[src/common/tpw_pkg.sv]
// tpw_pkg: constants for the trickle power wake and slow clock select block
// assumes one 100 MHz system clock and a simple 8-bit register port
package tpw_pkg;
    localparam logic [7:0] SLOW_CLOCK_PRESENCE_OFS = 8'hf0;
    localparam logic [7:0] WAKE_STATUS_OFS = 8'hf1;
    localparam logic [7:0] WAKE_ENABLE_OFS = 8'hf2;
    localparam logic [7:0] PIN_CONFIG_OFS = 8'hf3;
    localparam int ABSENT_BIT = 0;
    localparam logic [7:0] PRESENCE_RESET = 8'h00;
    localparam logic [7:0] WAKE_ENABLE_RESET = 8'h00;
    localparam logic [7:0] PIN_CONFIG_RESET = 8'h00;
    localparam int CFG_DIR_BIT = 0;
    localparam int CFG_INV_BIT = 1;
    localparam int CFG_OD_BIT = 2;
    localparam int CFG_ALT_BIT = 3;
    localparam int FAST_CLOCK_HZ = 14318180;
    localparam int SLOW_CLOCK_HZ = 32768;
    localparam int SLOW_DIV_HALF = FAST_CLOCK_HZ / (2 * SLOW_CLOCK_HZ);
    localparam int WAKE_SOURCES = 8;
    localparam int SRC_RI1 = 0;
    localparam int SRC_RI2 = 1;
    localparam int SRC_KBD = 2;
    localparam int SRC_MOUSE = 3;
    localparam int SRC_KEY = 4;
    localparam int SRC_FAN_TACH = 5;
    localparam int SRC_GPIO = 6;
    localparam int SRC_RETAINED = 7;
endpackage : tpw_pkg

[src/rtl/tpw_core.sv]
// tpw_core: slow clock select, wake event gathering and standby pin behaviour
// assumes trickle/main resets and bus strobes are in the clk_sys domain; pins are async
`timescale 1ns/1ps
// Functional notes
// - bit 0 at 0xf0 flags slow clock absent; 0 present, 1 grounded
// - presence register reset only by trickle power-on reset
// - absent flag picks external slow clock or 14 MHz derived 32 kHz
// - without external clock, key, blink and tach stop on trickle power
// - wake logic stays active on trickle power; enabled events pull wake low
// - wake sources: ring indicators, keyboard, mouse, key logic, tachs, gpios
// - main-powered wake pins are inputs only on trickle power
// - fan pins are low outputs after main reset and hard reset
// - fan pins revert to plain non-inverting output when main power leaves
// - retained pin returns to basic function, keeps invert and buffer type; output enable off without main power
// - alt infrared pin is low output after every reset, never a wake input
// - infrared pins low without main power, then follow port 2 transmit once activated
// - three non-wake pins have no path into the wake logic
// - led logic and pins keep working on trickle power
// - wake registers live in trickle domain and survive main power loss
// - every bus register is 8 bits wide
// - bus decoding stops while main power is not valid
module tpw_core
    import tpw_pkg::*;
#(
    parameter int DIV_HALF = SLOW_DIV_HALF
) (
    input wire logic clk_sys,
    input wire logic rst_b,
    input wire logic main_rst_b,
    input wire logic hard_rst_b,
    input wire logic main_power_valid,
    input wire logic fast_clk_tick,
    input wire logic slow_clock_input_pin,
    input wire logic reg_wr,
    input wire logic reg_rd,
    input wire logic [7:0] reg_addr,
    input wire logic [7:0] reg_wdata,
    output logic [7:0] reg_rdata,
    input wire logic ring1_n,
    input wire logic ring2_n,
    input wire logic kbd_data,
    input wire logic mouse_data,
    input wire logic key_match,
    input wire logic fan_tach_edge,
    input wire logic gpio_wake_in,
    input wire logic retained_config_pin_in,
    input wire logic nonwake_pin_a_in,
    input wire logic nonwake_pin_b_in,
    input wire logic nonwake_pin_c_in,
    input wire logic fan_a_drive,
    input wire logic fan_b_drive,
    input wire logic retained_alt_drive,
    input wire logic retained_gpio_drive,
    input wire logic serial2_active,
    input wire logic serial2_txd,
    input wire logic led_one_on,
    input wire logic led_two_on,
    input wire logic led_blink,
    output logic slow_tick,
    output logic slow_functions_run,
    output logic wake_event_out_n_o,
    output logic wake_event_out_n_oe,
    output logic fan_control_pin_a,
    output logic fan_control_pin_b,
    output logic retained_config_pin_o,
    output logic retained_config_pin_oe,
    output logic alt_infrared_tx_pin,
    output logic primary_infrared_tx_pin,
    output logic led_pin_one,
    output logic led_pin_two
);
    // the divider counter is 16 bits wide
    if (DIV_HALF < 1 || DIV_HALF > 65536) begin : g_div_check
        $error("tpw_core: DIV_HALF out of range");
    end

    logic [7:0] presence_reg;
    logic [7:0] wake_enable_reg;
    logic [WAKE_SOURCES-1:0] wake_status_reg;
    logic [7:0] pin_config_reg;
    logic [2:0] pin_meta_reg;
    logic [2:0] pin_sync_reg;
    logic [WAKE_SOURCES-1:0] src_meta_reg;
    logic [WAKE_SOURCES-1:0] src_sync_reg;
    logic [WAKE_SOURCES-1:0] src_last_reg;
    logic [WAKE_SOURCES-1:0] src_rise;
    logic [WAKE_SOURCES-1:0] raw_src;
    logic [WAKE_SOURCES-1:0] status_clear;
    logic [15:0] div_cnt_reg;
    logic div_clk_reg;
    logic div_last_reg;
    logic bus_ok;
    logic absent;
    logic ext_tick;
    logic int_tick;
    logic blink_phase_reg;
    logic main_seen_reg;

    assign absent = presence_reg[ABSENT_BIT];
    assign bus_ok = main_power_valid;

    // register writes
    always_ff @(posedge clk_sys) begin
        if (!rst_b) begin
            presence_reg <= PRESENCE_RESET;
        end else if (reg_wr && bus_ok && reg_addr == SLOW_CLOCK_PRESENCE_OFS) begin
            presence_reg <= {7'h00, reg_wdata[ABSENT_BIT]};
        end
    end

    always_ff @(posedge clk_sys) begin
        if (!rst_b) begin
            wake_enable_reg <= WAKE_ENABLE_RESET;
            pin_config_reg <= PIN_CONFIG_RESET;
        end else if (reg_wr && bus_ok) begin
            if (reg_addr == WAKE_ENABLE_OFS) begin
                wake_enable_reg <= reg_wdata;
            end
            if (reg_addr == PIN_CONFIG_OFS) begin
                pin_config_reg <= {4'h0, reg_wdata[3:0]};
            end
        end
    end

    // read mux
    always_comb begin
        reg_rdata = 8'h00;
        if (reg_rd && bus_ok) begin
            unique case (reg_addr)
                SLOW_CLOCK_PRESENCE_OFS: reg_rdata = presence_reg;
                WAKE_STATUS_OFS: reg_rdata = wake_status_reg;
                WAKE_ENABLE_OFS: reg_rdata = wake_enable_reg;
                PIN_CONFIG_OFS: reg_rdata = pin_config_reg;
                default: reg_rdata = 8'h00;
            endcase
        end
    end

    // synchronisers: pins and slow clock
    assign raw_src[SRC_RI1] = ~ring1_n;
    assign raw_src[SRC_RI2] = ~ring2_n;
    assign raw_src[SRC_KBD] = ~kbd_data;
    assign raw_src[SRC_MOUSE] = ~mouse_data;
    assign raw_src[SRC_KEY] = key_match;
    assign raw_src[SRC_FAN_TACH] = fan_tach_edge;
    assign raw_src[SRC_GPIO] = gpio_wake_in;
    assign raw_src[SRC_RETAINED] = retained_config_pin_in;

    always_ff @(posedge clk_sys) begin
        if (!rst_b) begin
            src_meta_reg <= '0;
            src_sync_reg <= '0;
            src_last_reg <= '0;
        end else begin
            src_meta_reg <= raw_src;
            src_sync_reg <= src_meta_reg;
            src_last_reg <= src_sync_reg;
        end
    end

    always_ff @(posedge clk_sys) begin
        if (!rst_b) begin
            pin_meta_reg <= '0;
            pin_sync_reg <= '0;
        end else begin
            pin_meta_reg <= {div_clk_reg, slow_clock_input_pin, 1'b0};
            pin_sync_reg <= pin_meta_reg;
        end
    end

    // nonwake pins are deliberately left unconnected to the wake logic
    logic nonwake_unused;
    assign nonwake_unused = nonwake_pin_a_in ^ nonwake_pin_b_in ^ nonwake_pin_c_in;

    assign src_rise = src_sync_reg & ~src_last_reg;

    // key and tach wake need a running slow clock
    always_comb begin
        status_clear = '0;
        if (reg_wr && bus_ok && reg_addr == WAKE_STATUS_OFS) begin
            status_clear = reg_wdata;
        end
    end

    function automatic logic [WAKE_SOURCES-1:0] gated_rise(input logic [WAKE_SOURCES-1:0] r);
        logic [WAKE_SOURCES-1:0] g;
        g = r;
        if (!slow_functions_run) begin
            g[SRC_KEY] = 1'b0;
            g[SRC_FAN_TACH] = 1'b0;
        end
        return g;
    endfunction : gated_rise

    // sticky wake status, set beats clear
    always_ff @(posedge clk_sys) begin
        if (!rst_b) begin
            wake_status_reg <= '0;
        end else begin
            wake_status_reg <= (wake_status_reg & ~status_clear) | gated_rise(src_rise);
        end
    end

    // wake output, open drain
    assign wake_event_out_n_o = 1'b0;
    assign wake_event_out_n_oe = |(wake_status_reg & wake_enable_reg);

    // internal slow clock divider from the 14 MHz tick
    always_ff @(posedge clk_sys) begin
        if (!rst_b) begin
            div_cnt_reg <= 16'h0000;
            div_clk_reg <= 1'b0;
        end else if (fast_clk_tick && main_power_valid) begin
            if (div_cnt_reg == 16'(DIV_HALF - 1)) begin
                div_cnt_reg <= 16'h0000;
                div_clk_reg <= ~div_clk_reg;
            end else begin
                div_cnt_reg <= div_cnt_reg + 16'h0001;
            end
        end
    end

    always_ff @(posedge clk_sys) begin
        if (!rst_b) begin
            div_last_reg <= 1'b0;
        end else begin
            div_last_reg <= absent ? pin_sync_reg[2] : pin_sync_reg[1];
        end
    end

    assign ext_tick = pin_sync_reg[1] & ~div_last_reg;
    assign int_tick = pin_sync_reg[2] & ~div_last_reg;
    assign slow_functions_run = !absent || main_power_valid;
    assign slow_tick = slow_functions_run && (absent ? int_tick : ext_tick);

    // led blink phase on the slow clock
    always_ff @(posedge clk_sys) begin
        if (!rst_b) begin
            blink_phase_reg <= 1'b0;
        end else if (slow_tick) begin
            blink_phase_reg <= ~blink_phase_reg;
        end
    end

    // serial port 2 activation seen since main power-on
    always_ff @(posedge clk_sys) begin
        if (!rst_b || !main_rst_b || !main_power_valid) begin
            main_seen_reg <= 1'b0;
        end else if (serial2_active) begin
            main_seen_reg <= 1'b1;
        end
    end

    // pin drivers
    always_ff @(posedge clk_sys) begin
        if (!rst_b || !main_rst_b || !hard_rst_b) begin
            fan_control_pin_a <= 1'b0;
            fan_control_pin_b <= 1'b0;
        end else if (!main_power_valid) begin
            fan_control_pin_a <= fan_a_drive;
            fan_control_pin_b <= fan_b_drive;
        end else begin
            fan_control_pin_a <= fan_a_drive;
            fan_control_pin_b <= fan_b_drive;
        end
    end

    always_ff @(posedge clk_sys) begin
        if (!rst_b || !main_rst_b || !hard_rst_b || !main_power_valid || !main_seen_reg) begin
            alt_infrared_tx_pin <= 1'b0;
            primary_infrared_tx_pin <= 1'b0;
        end else begin
            alt_infrared_tx_pin <= serial2_txd;
            primary_infrared_tx_pin <= serial2_txd;
        end
    end

    logic retained_level;
    always_comb begin
        retained_level = retained_gpio_drive;
        if (main_power_valid && pin_config_reg[CFG_ALT_BIT]) begin
            retained_level = retained_alt_drive;
        end
        if (!main_power_valid) begin
            retained_level = retained_gpio_drive;
        end
    end

    always_ff @(posedge clk_sys) begin
        if (!rst_b) begin
            retained_config_pin_o <= 1'b0;
            retained_config_pin_oe <= 1'b0;
        end else begin
            retained_config_pin_o <= retained_level ^ pin_config_reg[CFG_INV_BIT];
            retained_config_pin_oe <= pin_config_reg[CFG_DIR_BIT] && main_power_valid
                && !(pin_config_reg[CFG_OD_BIT] && (retained_level ^ pin_config_reg[CFG_INV_BIT]));
        end
    end

    always_ff @(posedge clk_sys) begin
        if (!rst_b) begin
            led_pin_one <= 1'b0;
            led_pin_two <= 1'b0;
        end else begin
            led_pin_one <= led_one_on && (!led_blink || blink_phase_reg);
            led_pin_two <= led_two_on && (!led_blink || blink_phase_reg);
        end
    end
endmodule : tpw_core

[config.mk]
export PLATFORM = sky130hd
export DESIGN_NAME = tpw_core
export DESIGN_NICKNAME = d
export VERILOG_FILES = /design/src/common/tpw_pkg.sv /design/src/rtl/tpw_core.sv
export SDC_FILE = /design/constraint.sdc
export NUM_CORES = 1
export LEC_CHECK = 0
export ABC_CLOCK_PERIOD_IN_PS = 2300
export BUFFER_PORTS_ARGS = -buffer_cell sky130_fd_sc_hd__buf_4
export CAP_MARGIN = 20
export CORE_MARGIN = 2
export CORE_UTILIZATION = 36
export CTS_CLUSTER_DIAMETER = 60
export DETAILED_ROUTE_END_ITERATION = 16
export PLACE_DENSITY = 0.61
export SYNTH_ARGS = -nofsm -noshare
export SYNTH_HDL_FRONTEND = slang
export SYNTH_SLANG_ARGS = --single-unit
[constraint.sdc]
create_clock -name clk_sys -period 2.3 [get_ports clk_sys]
set_clock_uncertainty 0.1 [all_clocks]
set_input_delay 0.23 -clock clk_sys [delete_from_list [all_inputs] [get_ports clk_sys]]
set_output_delay 0.23 -clock clk_sys [all_outputs]
set_load 0.01 [all_outputs]
; Word-level counts from Yosys, hierarchy flattened
; Cells that the tools add are included.
[op_classes]
reduce_logical = 31
bitwise = 16
eq_ne = 5
mux = 10
add_sub_neg = 1
[ops]
columns = operator, count
row1 = "8-bit == test, second input constant", 4
row2 = 8-bit one-hot mux with 4 select lines, 1
row3 = 8-bit AND, 3
row4 = "16-bit by 1-bit adder with 16-bit output, second input constant", 1
row5 = "16-bit by 8-bit == test with 1-bit output, second input constant", 1
row6 = 16-bit two-way mux, 1
row7 = 8-bit two-way mux, 2
row8 = 8-bit inverter, 2
row9 = 1-bit logical AND, 12
row10 = 1-bit logical NOT, 8
row11 = 8-bit OR, 1
row12 = 8-bit OR reduction, 1
row13 = 1-bit logical OR, 7
row14 = 1-bit inverter, 7
row15 = 2-bit AND reduction, 3
row16 = 1-bit two-way mux, 4
row17 = 2-bit two-way mux, 2
row18 = 1-bit AND, 2
row19 = 1-bit XOR, 1
[totals]
regBits = 78
word_cells = 85
out_inout_bits = 20
in_bits = 45

; Logic depth before layout (Yosys ltp)
; Gate-level depths: netlist of the first run.
[logic_depth]
word_depth = 7
ltp_mapped = 6
ltp_nobuf = 5

; Least setup slack after synthesis of the first run
; No wires, ideal clock.
[synth_path]
path_type = register -> register
startpoint = register div_cnt_reg[3]
endpoint = register div_cnt_reg[15]
setup_ns = 0.071
stages_incl_launch_ff = 5
n_path_buf = 0
period_less_slack_ns = 1.781
t_arrival_ns = 1.610
setup_slack_ns = 0.519
t_required_ns = 2.129
cell_sequence = dfxtp_1 > nand3_2 > or4_4 > or4_1 > a21oi_1
[synth_between]
elab_chain_len = 2
elab_cells_between_ends = 3
classes_between = 1 x add/sub / 1 x eq/ne / 1 x mux
[synth_lines]
columns = item, line
row1 = "start, declared", tpw_core.sv:89  ; logic [15:0] div_cnt_reg;
row2 = "start signal, assigned", tpw_core.sv:218  ; div_cnt_reg <= div_cnt_reg + 16'h0001;
row3 = 16-bit by 1-bit adder with 16-bit output / 16-bit by 8-bit == test with 1-bit output (equally long branches), "tpw_core.sv:218, tpw_core.sv:214"
row4 = 16-bit two-way mux (*), tpw_core.sv:214  ; if (div_cnt_reg == 16'(DIV_HALF - 1)) begin
; Mark *: on every way between the ends. The rest lies on a longest branch, timed or not.
; A chain may end at the register's enable or synchronous reset.

; Worst setup path after layout of the first run
; Same ends and word-level chain as after synthesis.

==> results of run 1 <==
## per-layer routing
| metal | wire length, um | share of wire (%) | up-vias | track usage (%) |
|---|---|---|---|---|
| li1 | - | - | 1268 | - |
| met1 | 3050 | 47 | 1152 | 20.5 |
| met2 | 2990 | 46 | 54 | 23.7 |
| met3 | 331 | 5.1 | 9 | 3.16 |
| met4 | 114 | 1.8 | 0 | 7.86 |
| met5 | 0 | 0 | - | 0 |
## cell type report
type / instances / area (sq um)
sequential: 76 / 1520
clock inverter: 7 / 101
multi-input combinational: 217 / 1350
tap: 105 / 131
clock buffer: 9 / 124
timing repair buffer: 79 / 626
fill: 820 / 4250
inverter: 19 / 71.3
## kinds of logic (layout without fill, tap and decap cells)
logic type,count (synthesis),in the layout,share of synthesized area (%)
adders and majority gates,2,2,0.830
xor gates and xnor gates,14,14,4.07
buffers and inverters,37,114,4.86
muxes,19,19,6.85
DFF,76,76,50.5
and+or+nand+nor,140,140,23.5
other,1,1,0.124
AOI/OAI and AO/OA,41,41,9.26
## critical path, cell delays in order, from the launching register on
cell and delay (ps):
dfxtp_1 440, nand3_2 180, or4_4 600, or4_1 410, a21oi_1 140
## final timing paths
path | startpoint | end | depth (start not counted)
worst max-delay path | div_cnt_reg[3]$_SDFFE_PN0P_ | div_cnt_reg[15]$_SDFFE_PN0P_ | 4
worst min-delay path | serial2_txd | primary_infrared_tx_pin$_SDFF_PP0_ | 3
worst max register to register | div_cnt_reg[3]$_SDFFE_PN0P_ | div_cnt_reg[15]$_SDFFE_PN0P_ | 4
worst min register to register | src_last_reg[7]$_SDFF_PN0_ | wake_status_reg[7]$_SDFF_PN0_ | 1
## power breakdown
part           total [W]  internal [W]  switching (W)  leakage [nW]
combinational   0.000189      0.000104      0.0000850         0.883
clock            0.00112      0.000615       0.000501         0.106
sequential       0.00137       0.00135      0.0000171         0.619
## placed cells by master (no fill, tap or decap), types with 3 or more instances in the layout
cell type / instances
a31o_2: 5
nand2_1: 38
buf_4: 66
dfxtp_1: 76
mux2_2: 3
a31oi_1: 7
nand3_1: 7
xnor2_1: 12
nand4_1: 8
o21ai_0: 3
nor3_1: 5
inv_1: 19
nor2b_1: 3
a22oi_1: 11
nor4_1: 7
a21oi_1: 8
clkinv_4: 3
mux2i_1: 15
nor2_1: 33
and2_1: 24
dlygate4sd3_1: 13
clkbuf_8: 9
## metrics by stage
step	cell area [sq um]	instances	hold slack, ps	power [W]
after floorplan	3010	330	197	0.00148
after global placement	3570	483	288	0.00157
after detailed placement	3570	483	289	0.00157
after CTS	3920	512	18.4	0.00270
after global routing	3920	512	31.2	0.00280
final	3920	512	39.2	0.00267
==> implementation parameters, run 1 <==
Parameter                              Value

Timing
  Smallest setup slack after layout    368 ps
  Final Hold Viols    0
  Max Slew Vio Count    0
  Min Clock Period, post-route    1930 ps
  Final-layout setup total negative slack    0 ps
  Final setup fails    0
  Share of the clock period used by the worst path after layout    84.0%
  Transition time at the pin with the least slew margin    562 ps
  Slew HR    62.5%
  Peak clock frequency supported by timing    a little over 500 MHz
  Setup repair after global routing missed its margin    false

Route
  First-pass iteration count of the detailed router    4
  Final Routed Wirelength    roughly 6500 um
  Detailed router's first-iteration violation count    88
  Wire length per cell after detailed routing    12.7 um
  Routed via count    2,483
  Detailed-route DRC error count    0
  Post-detailed-route count of antenna-violating nets    0
  Vias per std cell    4.85

Logic synthesis
  Number of enable-type register cells in the synthesized netlist    0
  Post-Syn Area    3010 sq um
  Top-area cell type share of the netlist area    50.5%
  FF+latch count, synth    76
  Fraction of registers with async set or reset after synthesis    0%
  Number of distinct standard cells referenced by the synthesized netlist    40
  Portion of the post-synthesis area used by sequential elements    between 50% and 60%
  Mean instance size in the synthesized netlist    slightly above 9 sq um
  Net Count, Synth    377
  Post-synthesis instance total    330
  YS warnings    0
  Dominant cell by count in the synthesized netlist    dfxtp_1
  Leading area contributor after synthesis    dfxtp_1
  Leading cell types by total area after synthesis    dfxtp_1 (50%), and2_1 (5.0%), mux2i_1 (5.0%)
  Flip-flop cell with the highest count after synthesis    dfxtp_1
  Commonest cells post-synth    dfxtp_1 (76), nand2_1 (38), nor2_1 (33), and2_1 (24), inv_1 (19)

Critical path
  Crit path arrival time    2110 ps
  Worst R2R Setup Slack    370 ps
  Peak fanout along the critical path    7
  Kind of critical path    register to register
  Required arrival time at the worst endpoint    2480 ps
  Worst Setup End Kind    register
  CP startpoint kind    register

Final layout
  Area growth from synthesis to layout    30.1%
  Layout cell share with drive strength beyond 1    23.1%
  Fraction of the core area covered by cells at the end of the flow    between 40% and 50%
  Final nets    449
  Largest register FFs    16
  Number of antenna diodes    0

Power and ir drop
  Leakage power figure    between 1.5 and 2 nW
  Max rail drop VDD    0.000304 V
  Pwr per Cell Area    681 nW/um^2

Floorplan
  Number of I/O pins    65
  Full die area    9120 sq um
  Area of the placeable core    8180 sq um
  Horizontal extent of the die    95.5 um
  Number of cell rows    33
  Die Y    95.5 um
  Effective utilization at floorplan    between 30% and 40%

Min path
  Classification of the worst-slack hold path    input pin to register

Place
  HPWL Detailed    ~4500 um
  Pre-CTS WS    389 ps
  Total of buffers placed on input and output ports    60
  RD Place Congestion    0.860

Global routing
  Pin count of the biggest net entering global routing    56
  Overflow after GRT    0
  All-layer global routing usage    ~15%
  Antenna violations before repair    0
  First-pass GRT wire length    10,700 um
  Vias in the first global route    2,317

Clock network
  Root buffer cell    clkbuf_8
  CTS sink count    76
  Cts-stage hold buffer count    13
  Clock insertion delay at the later pin of the skew report    350 ps
  CTS buffer count    9
  Clock transition at the registers of the reported paths    roughly 80 ps
  Post-CTS setup buffer count    0
  Clock tree from TritonCTS    yes
  Post_cts resized    0
  Depth of the CTS H-tree    3
  Number of buffers between clock root and the deepest sink    2

Flow run
  Number of maximum-capacitance constraint violations    0

Run status
  Result of the run    completed
No activity file was read; power rests on OpenSTA's default activity.
==> run 2: changes to the inputs <==
--- a/config.mk
+++ b/config.mk
@@ -5,14 +5,15 @@
 export SDC_FILE = /design/constraint.sdc
 export NUM_CORES = 1
 export LEC_CHECK = 0
-export ABC_CLOCK_PERIOD_IN_PS = 2300
+export ABC_AREA = 1
+export ABC_CLOCK_PERIOD_IN_PS = 2000
 export BUFFER_PORTS_ARGS = -buffer_cell sky130_fd_sc_hd__buf_4
 export CAP_MARGIN = 20
 export CORE_MARGIN = 2
 export CORE_UTILIZATION = 36
 export CTS_CLUSTER_DIAMETER = 60
 export DETAILED_ROUTE_END_ITERATION = 16
-export PLACE_DENSITY = 0.61
+export PLACE_DENSITY = 0.6
 export SYNTH_ARGS = -nofsm -noshare
 export SYNTH_HDL_FRONTEND = slang
 export SYNTH_SLANG_ARGS = --single-unit
==> constraint.sdc (replaced) <==
create_clock -name clk_sys -period 2 [get_ports clk_sys]
set_clock_uncertainty 0.1 [all_clocks]
set_input_delay 0.2 -clock clk_sys [delete_from_list [all_inputs] [get_ports clk_sys]]
set_output_delay 0.2 -clock clk_sys [all_outputs]
set_load 0.01 [all_outputs]
==> run 2 against run 1 <==
Power up 19%. Sequential share of layout area is 3.0 points lower. Combinational power rose by 24%. Critical path type is now input pin to output port. Largest power group unchanged. Synthesized cell count increased by 31%. Routed wire length grew 8.0%. Via count increased by 15%.
==> implementation parameters, run 2 <==
Parameter                              Value

Min path
  Hold Path Sink    led_pin_one$_SDFF_PN0_ (was primary_infrared_tx_pin$_SDFF_PP0_)
  Number of cells traversed by the worst hold path    4 (was 3)
  Launch point of the worst hold path    led_blink (was serial2_txd)
  Classification of the worst-slack hold path    input pin to register (unchanged)

Logic synthesis
  Leading cell types by total area after synthesis    dfxtp_1 (46%), nand2_1 (10%), inv_1 (7.0%) (was dfxtp_1 (50%), and2_1 (5.0%), mux2i_1 (5.0%))
  YS warnings    0 (unchanged)
  Number of distinct standard cells referenced by the synthesized netlist    36 (was 40)
  Commonest cells post-synth    nand2_1 (89), dfxtp_1 (76), inv_1 (61), nor2_1 (43), nand3_1 (33) (was dfxtp_1 (76), nand2_1 (38), nor2_1 (33), and2_1 (24), inv_1 (19))
  Net Count, Synth    478 (was 377)
  Top-area cell type share of the netlist area    46.2% (was 50.5%)
  Portion of the post-synthesis area used by sequential elements    46.2% (was 50.5%)
  Dominant cell by count in the synthesized netlist    nand2_1 (was dfxtp_1)
  Fraction of registers with async set or reset after synthesis    0% (unchanged)
  Post-Syn Area    3290 sq um (was 3010 sq um)
  Leading area contributor after synthesis    dfxtp_1 (unchanged)
  FF+latch count, synth    76 (unchanged)
  Flip-flop cell with the highest count after synthesis    dfxtp_1 (unchanged)
  Number of enable-type register cells in the synthesized netlist    0 (unchanged)
  Post-synthesis instance total    431 (was 330)
  Mean instance size in the synthesized netlist    7.64 sq um (was 9.13 sq um)

Critical path
  Critical path startpoint    reg_addr[5] (was div_cnt_reg[3]$_SDFFE_PN0P_)
  Kind of critical path    input pin to output port (was register to register)
  Critical register-to-register path startpoint    div_cnt_reg[0]$_SDFFE_PN0P_ (was div_cnt_reg[3]$_SDFFE_PN0P_)
  Peak fanout along the critical path    14 (was 7)
  Worst-case reg-to-reg path depth    5 (was 4)
  CP startpoint kind    input pin (was register)
  Worst R2R Setup Slack    390 ps (was 370 ps)
  Crit path arrival time    1370 ps (was 2110 ps)
  Worst Setup End Kind    output port (was register)
  Capture instance of the worst register-to-register path    div_cnt_reg[4]$_SDFFE_PN0P_ (was div_cnt_reg[15]$_SDFFE_PN0P_)
  Required arrival time at the worst endpoint    1700 ps (was 2480 ps)

Clock network
  Post-CTS setup buffer count    0 (unchanged)
  CTS buffer count    9 (unchanged)
  Clock transition at the registers of the reported paths    70 ps (was 80 ps)
  Number of buffers between clock root and the deepest sink    2 (unchanged)
  Clock tree from TritonCTS    yes (unchanged)
  Root buffer cell    clkbuf_8 (unchanged)
  CTS sink count    76 (unchanged)
  Depth of the CTS H-tree    3 (unchanged)
  Clock insertion delay at the later pin of the skew report    340 ps (was 350 ps)

Floorplan
  Horizontal extent of the die    99.6 um (was 95.5 um)
  Number of cell rows    34 (was 33)
  Full die area    9930 sq um (was 9120 sq um)
  Number of I/O pins    65 (unchanged)
  Area of the placeable core    8810 sq um (was 8180 sq um)
  Die Y    99.6 um (was 95.5 um)
  Effective utilization at floorplan    37.4% (was 36.9%)

Final layout
  Final nets    557 (was 449)
  Largest register FFs    16 (unchanged)
  Number of antenna diodes    0 (unchanged)
  Layout filler cell count    885 (was 820)
  Most common cell after layout, fill and taps aside    nand2_1 (was dfxtp_1)
  Area growth from synthesis to layout    29.0% (was 30.1%)
  Layout cell share with drive strength beyond 1    21.7% (was 23.1%)
  Most frequent cells in the layout    nand2_1 (89), dfxtp_1 (76), buf_4 (67), inv_1 (61), nor2_1 (43) (was dfxtp_1 (76), buf_4 (66), nand2_1 (38), nor2_1 (33), and2_1 (24))

Route
  Vias per std cell    4.58 (was 4.85)
  Post-detailed-route count of antenna-violating nets    0 (unchanged)
  Wire length per cell after detailed routing    11.2 um (was 12.7 um)
  Final Routed Wirelength    7000 um (was 6490 um)
  First-pass iteration count of the detailed router    4 (unchanged)
  Routed via count    2,856 (was 2,483)
  Detailed router's first-iteration violation count    108 (was 88)
  Detailed-route DRC error count    0 (unchanged)

Global routing
  Antenna violations before repair    0 (unchanged)
  Overflow after GRT    0 (unchanged)
  Pin count of the biggest net entering global routing    29 (was 56)
  First-pass GRT wire length    11,800 um (was 10,700 um)
  Vias in the first global route    2,707 (was 2,317)
  All-layer global routing usage    14.7% (was 15.4%)

Timing
  Peak clock frequency supported by timing    598 MHz
  Setup repair after global routing missed its margin    false (unchanged)
  Min Clock Period, post-route    1670 ps
  Final Hold Viols    0 (unchanged)
  Final setup fails    0 (unchanged)
  Max Slew Vio Count    0 (unchanged)
  Final-layout setup total negative slack    0 ps (unchanged)
  Share of the clock period used by the worst path after layout    83.6%

Power and ir drop
  Pwr per Cell Area    749 nW/um^2 (was 681 nW/um^2)
  Post-layout power    0.00318 W (was 0.00267 W)
  Leakage power figure    1.93 nW (was 1.61 nW)
  Max rail drop VDD    0.000384 V (was 0.000304 V)

Flow run
  Number of maximum-capacitance constraint violations    0 (unchanged)

Place
  HPWL Detailed    5130 um (was 4500 um)
  Total of buffers placed on input and output ports    60 (unchanged)
  RD Place Congestion    0.834 (was 0.860)

Run status
  Result of the run    completed (unchanged)
## run 2: cell count changes in the layout (fill, tap and decap cells not counted), moves of 15 or more
cell and change:
and2_1 -23, inv_1 +42, nand3_1 +26, mux2i_1 -15, nand2_1 +51, a21oi_1 +16
## run 2: cell families (layout without fill, tap and decap cells)
family	count (synthesis)	in the layout	synth area share (%)
adders and majority gates	2	2	0.760
muxes	1	1	0.342
other	1	1	0.114
buffers and inverters	77	161	9.65
DFF	76	76	46.2
xor gates and xnor gates	10	10	2.66
AOI/OAI and AO/OA	41	41	7.15
and+or+nand+nor	223	223	33.1
## run 2: worst max-delay path by stage
stage	end	slack, ps	cells past startpoint
floorplan	reg_rdata[0]	660	7
global placement	reg_rdata[0]	370	9
detailed placement	reg_rdata[4]	340	7
CTS	reg_rdata[4]	330	7
global route	reg_rdata[7]	210	7
finish	reg_rdata[7]	330	7
## run 2: layout make-up
cell class                      instances  area, sq um  area share (%)
Multi-Input combinational cell        278         1450            34.2
Clock buffer                           10          128            3.01
Timing Repair Buffer                   83          663            15.6
Inverter                               62          233            5.48
Sequential cell                        76         1520            35.8
Tap cell                              108          135            3.18
Clock inverter                          6          113            2.65
## run 2: report_power, final
group | switching [W] | internal [W]
clock | 0.000544 | 0.000831
combinational | 0.000118 | 0.000116
sequential | 0.0000196 | 0.00155
total | 0.000682 | 0.00250
## run 2: critical path, cell delays in order
cell,delay (ps)
buf_4,80
nand2_1,90
nor2_4,340
buf_4,260
nand3_1,90
a21oi_1,170
buf_4,140
## run 2: per-layer routing
layer  track usage, %  share of wire, %  vias to the layer above
met4             7.48               1.5                        0
met1             18.6                49                     1257
met2             24.1                46                       64
met5                0                 0                        -
met3             2.39               4.0                        6
li1                 -                 -                     1529
## run 2: metrics by stage
| step | cell area [sq um] | util [%] | hold slack [ps] | setup slack, ps | cells |
|---|---|---|---|---|---|
| after floorplan | 3290 | - | 172 | 659 | 431 |
| after global placement | 3840 | 43.7 | 261 | 369 | 591 |
| after detailed placement | 3840 | 43.7 | 260 | 339 | 591 |
| after CTS | 4250 | 48.2 | 8.78 | 329 | 623 |
| after global routing | 4250 | 48.2 | 27.9 | 208 | 623 |
| final | 4250 | 48.2 | 27.1 | 327 | 623 |
## run 2: repair_timing
| action | in CTS | in global routing |
|---|---|---|
| hold buffers | 16 | 0 |
| hold endpoints to repair | 15 | 0 |
| gates resized for setup | 0 | 0 |
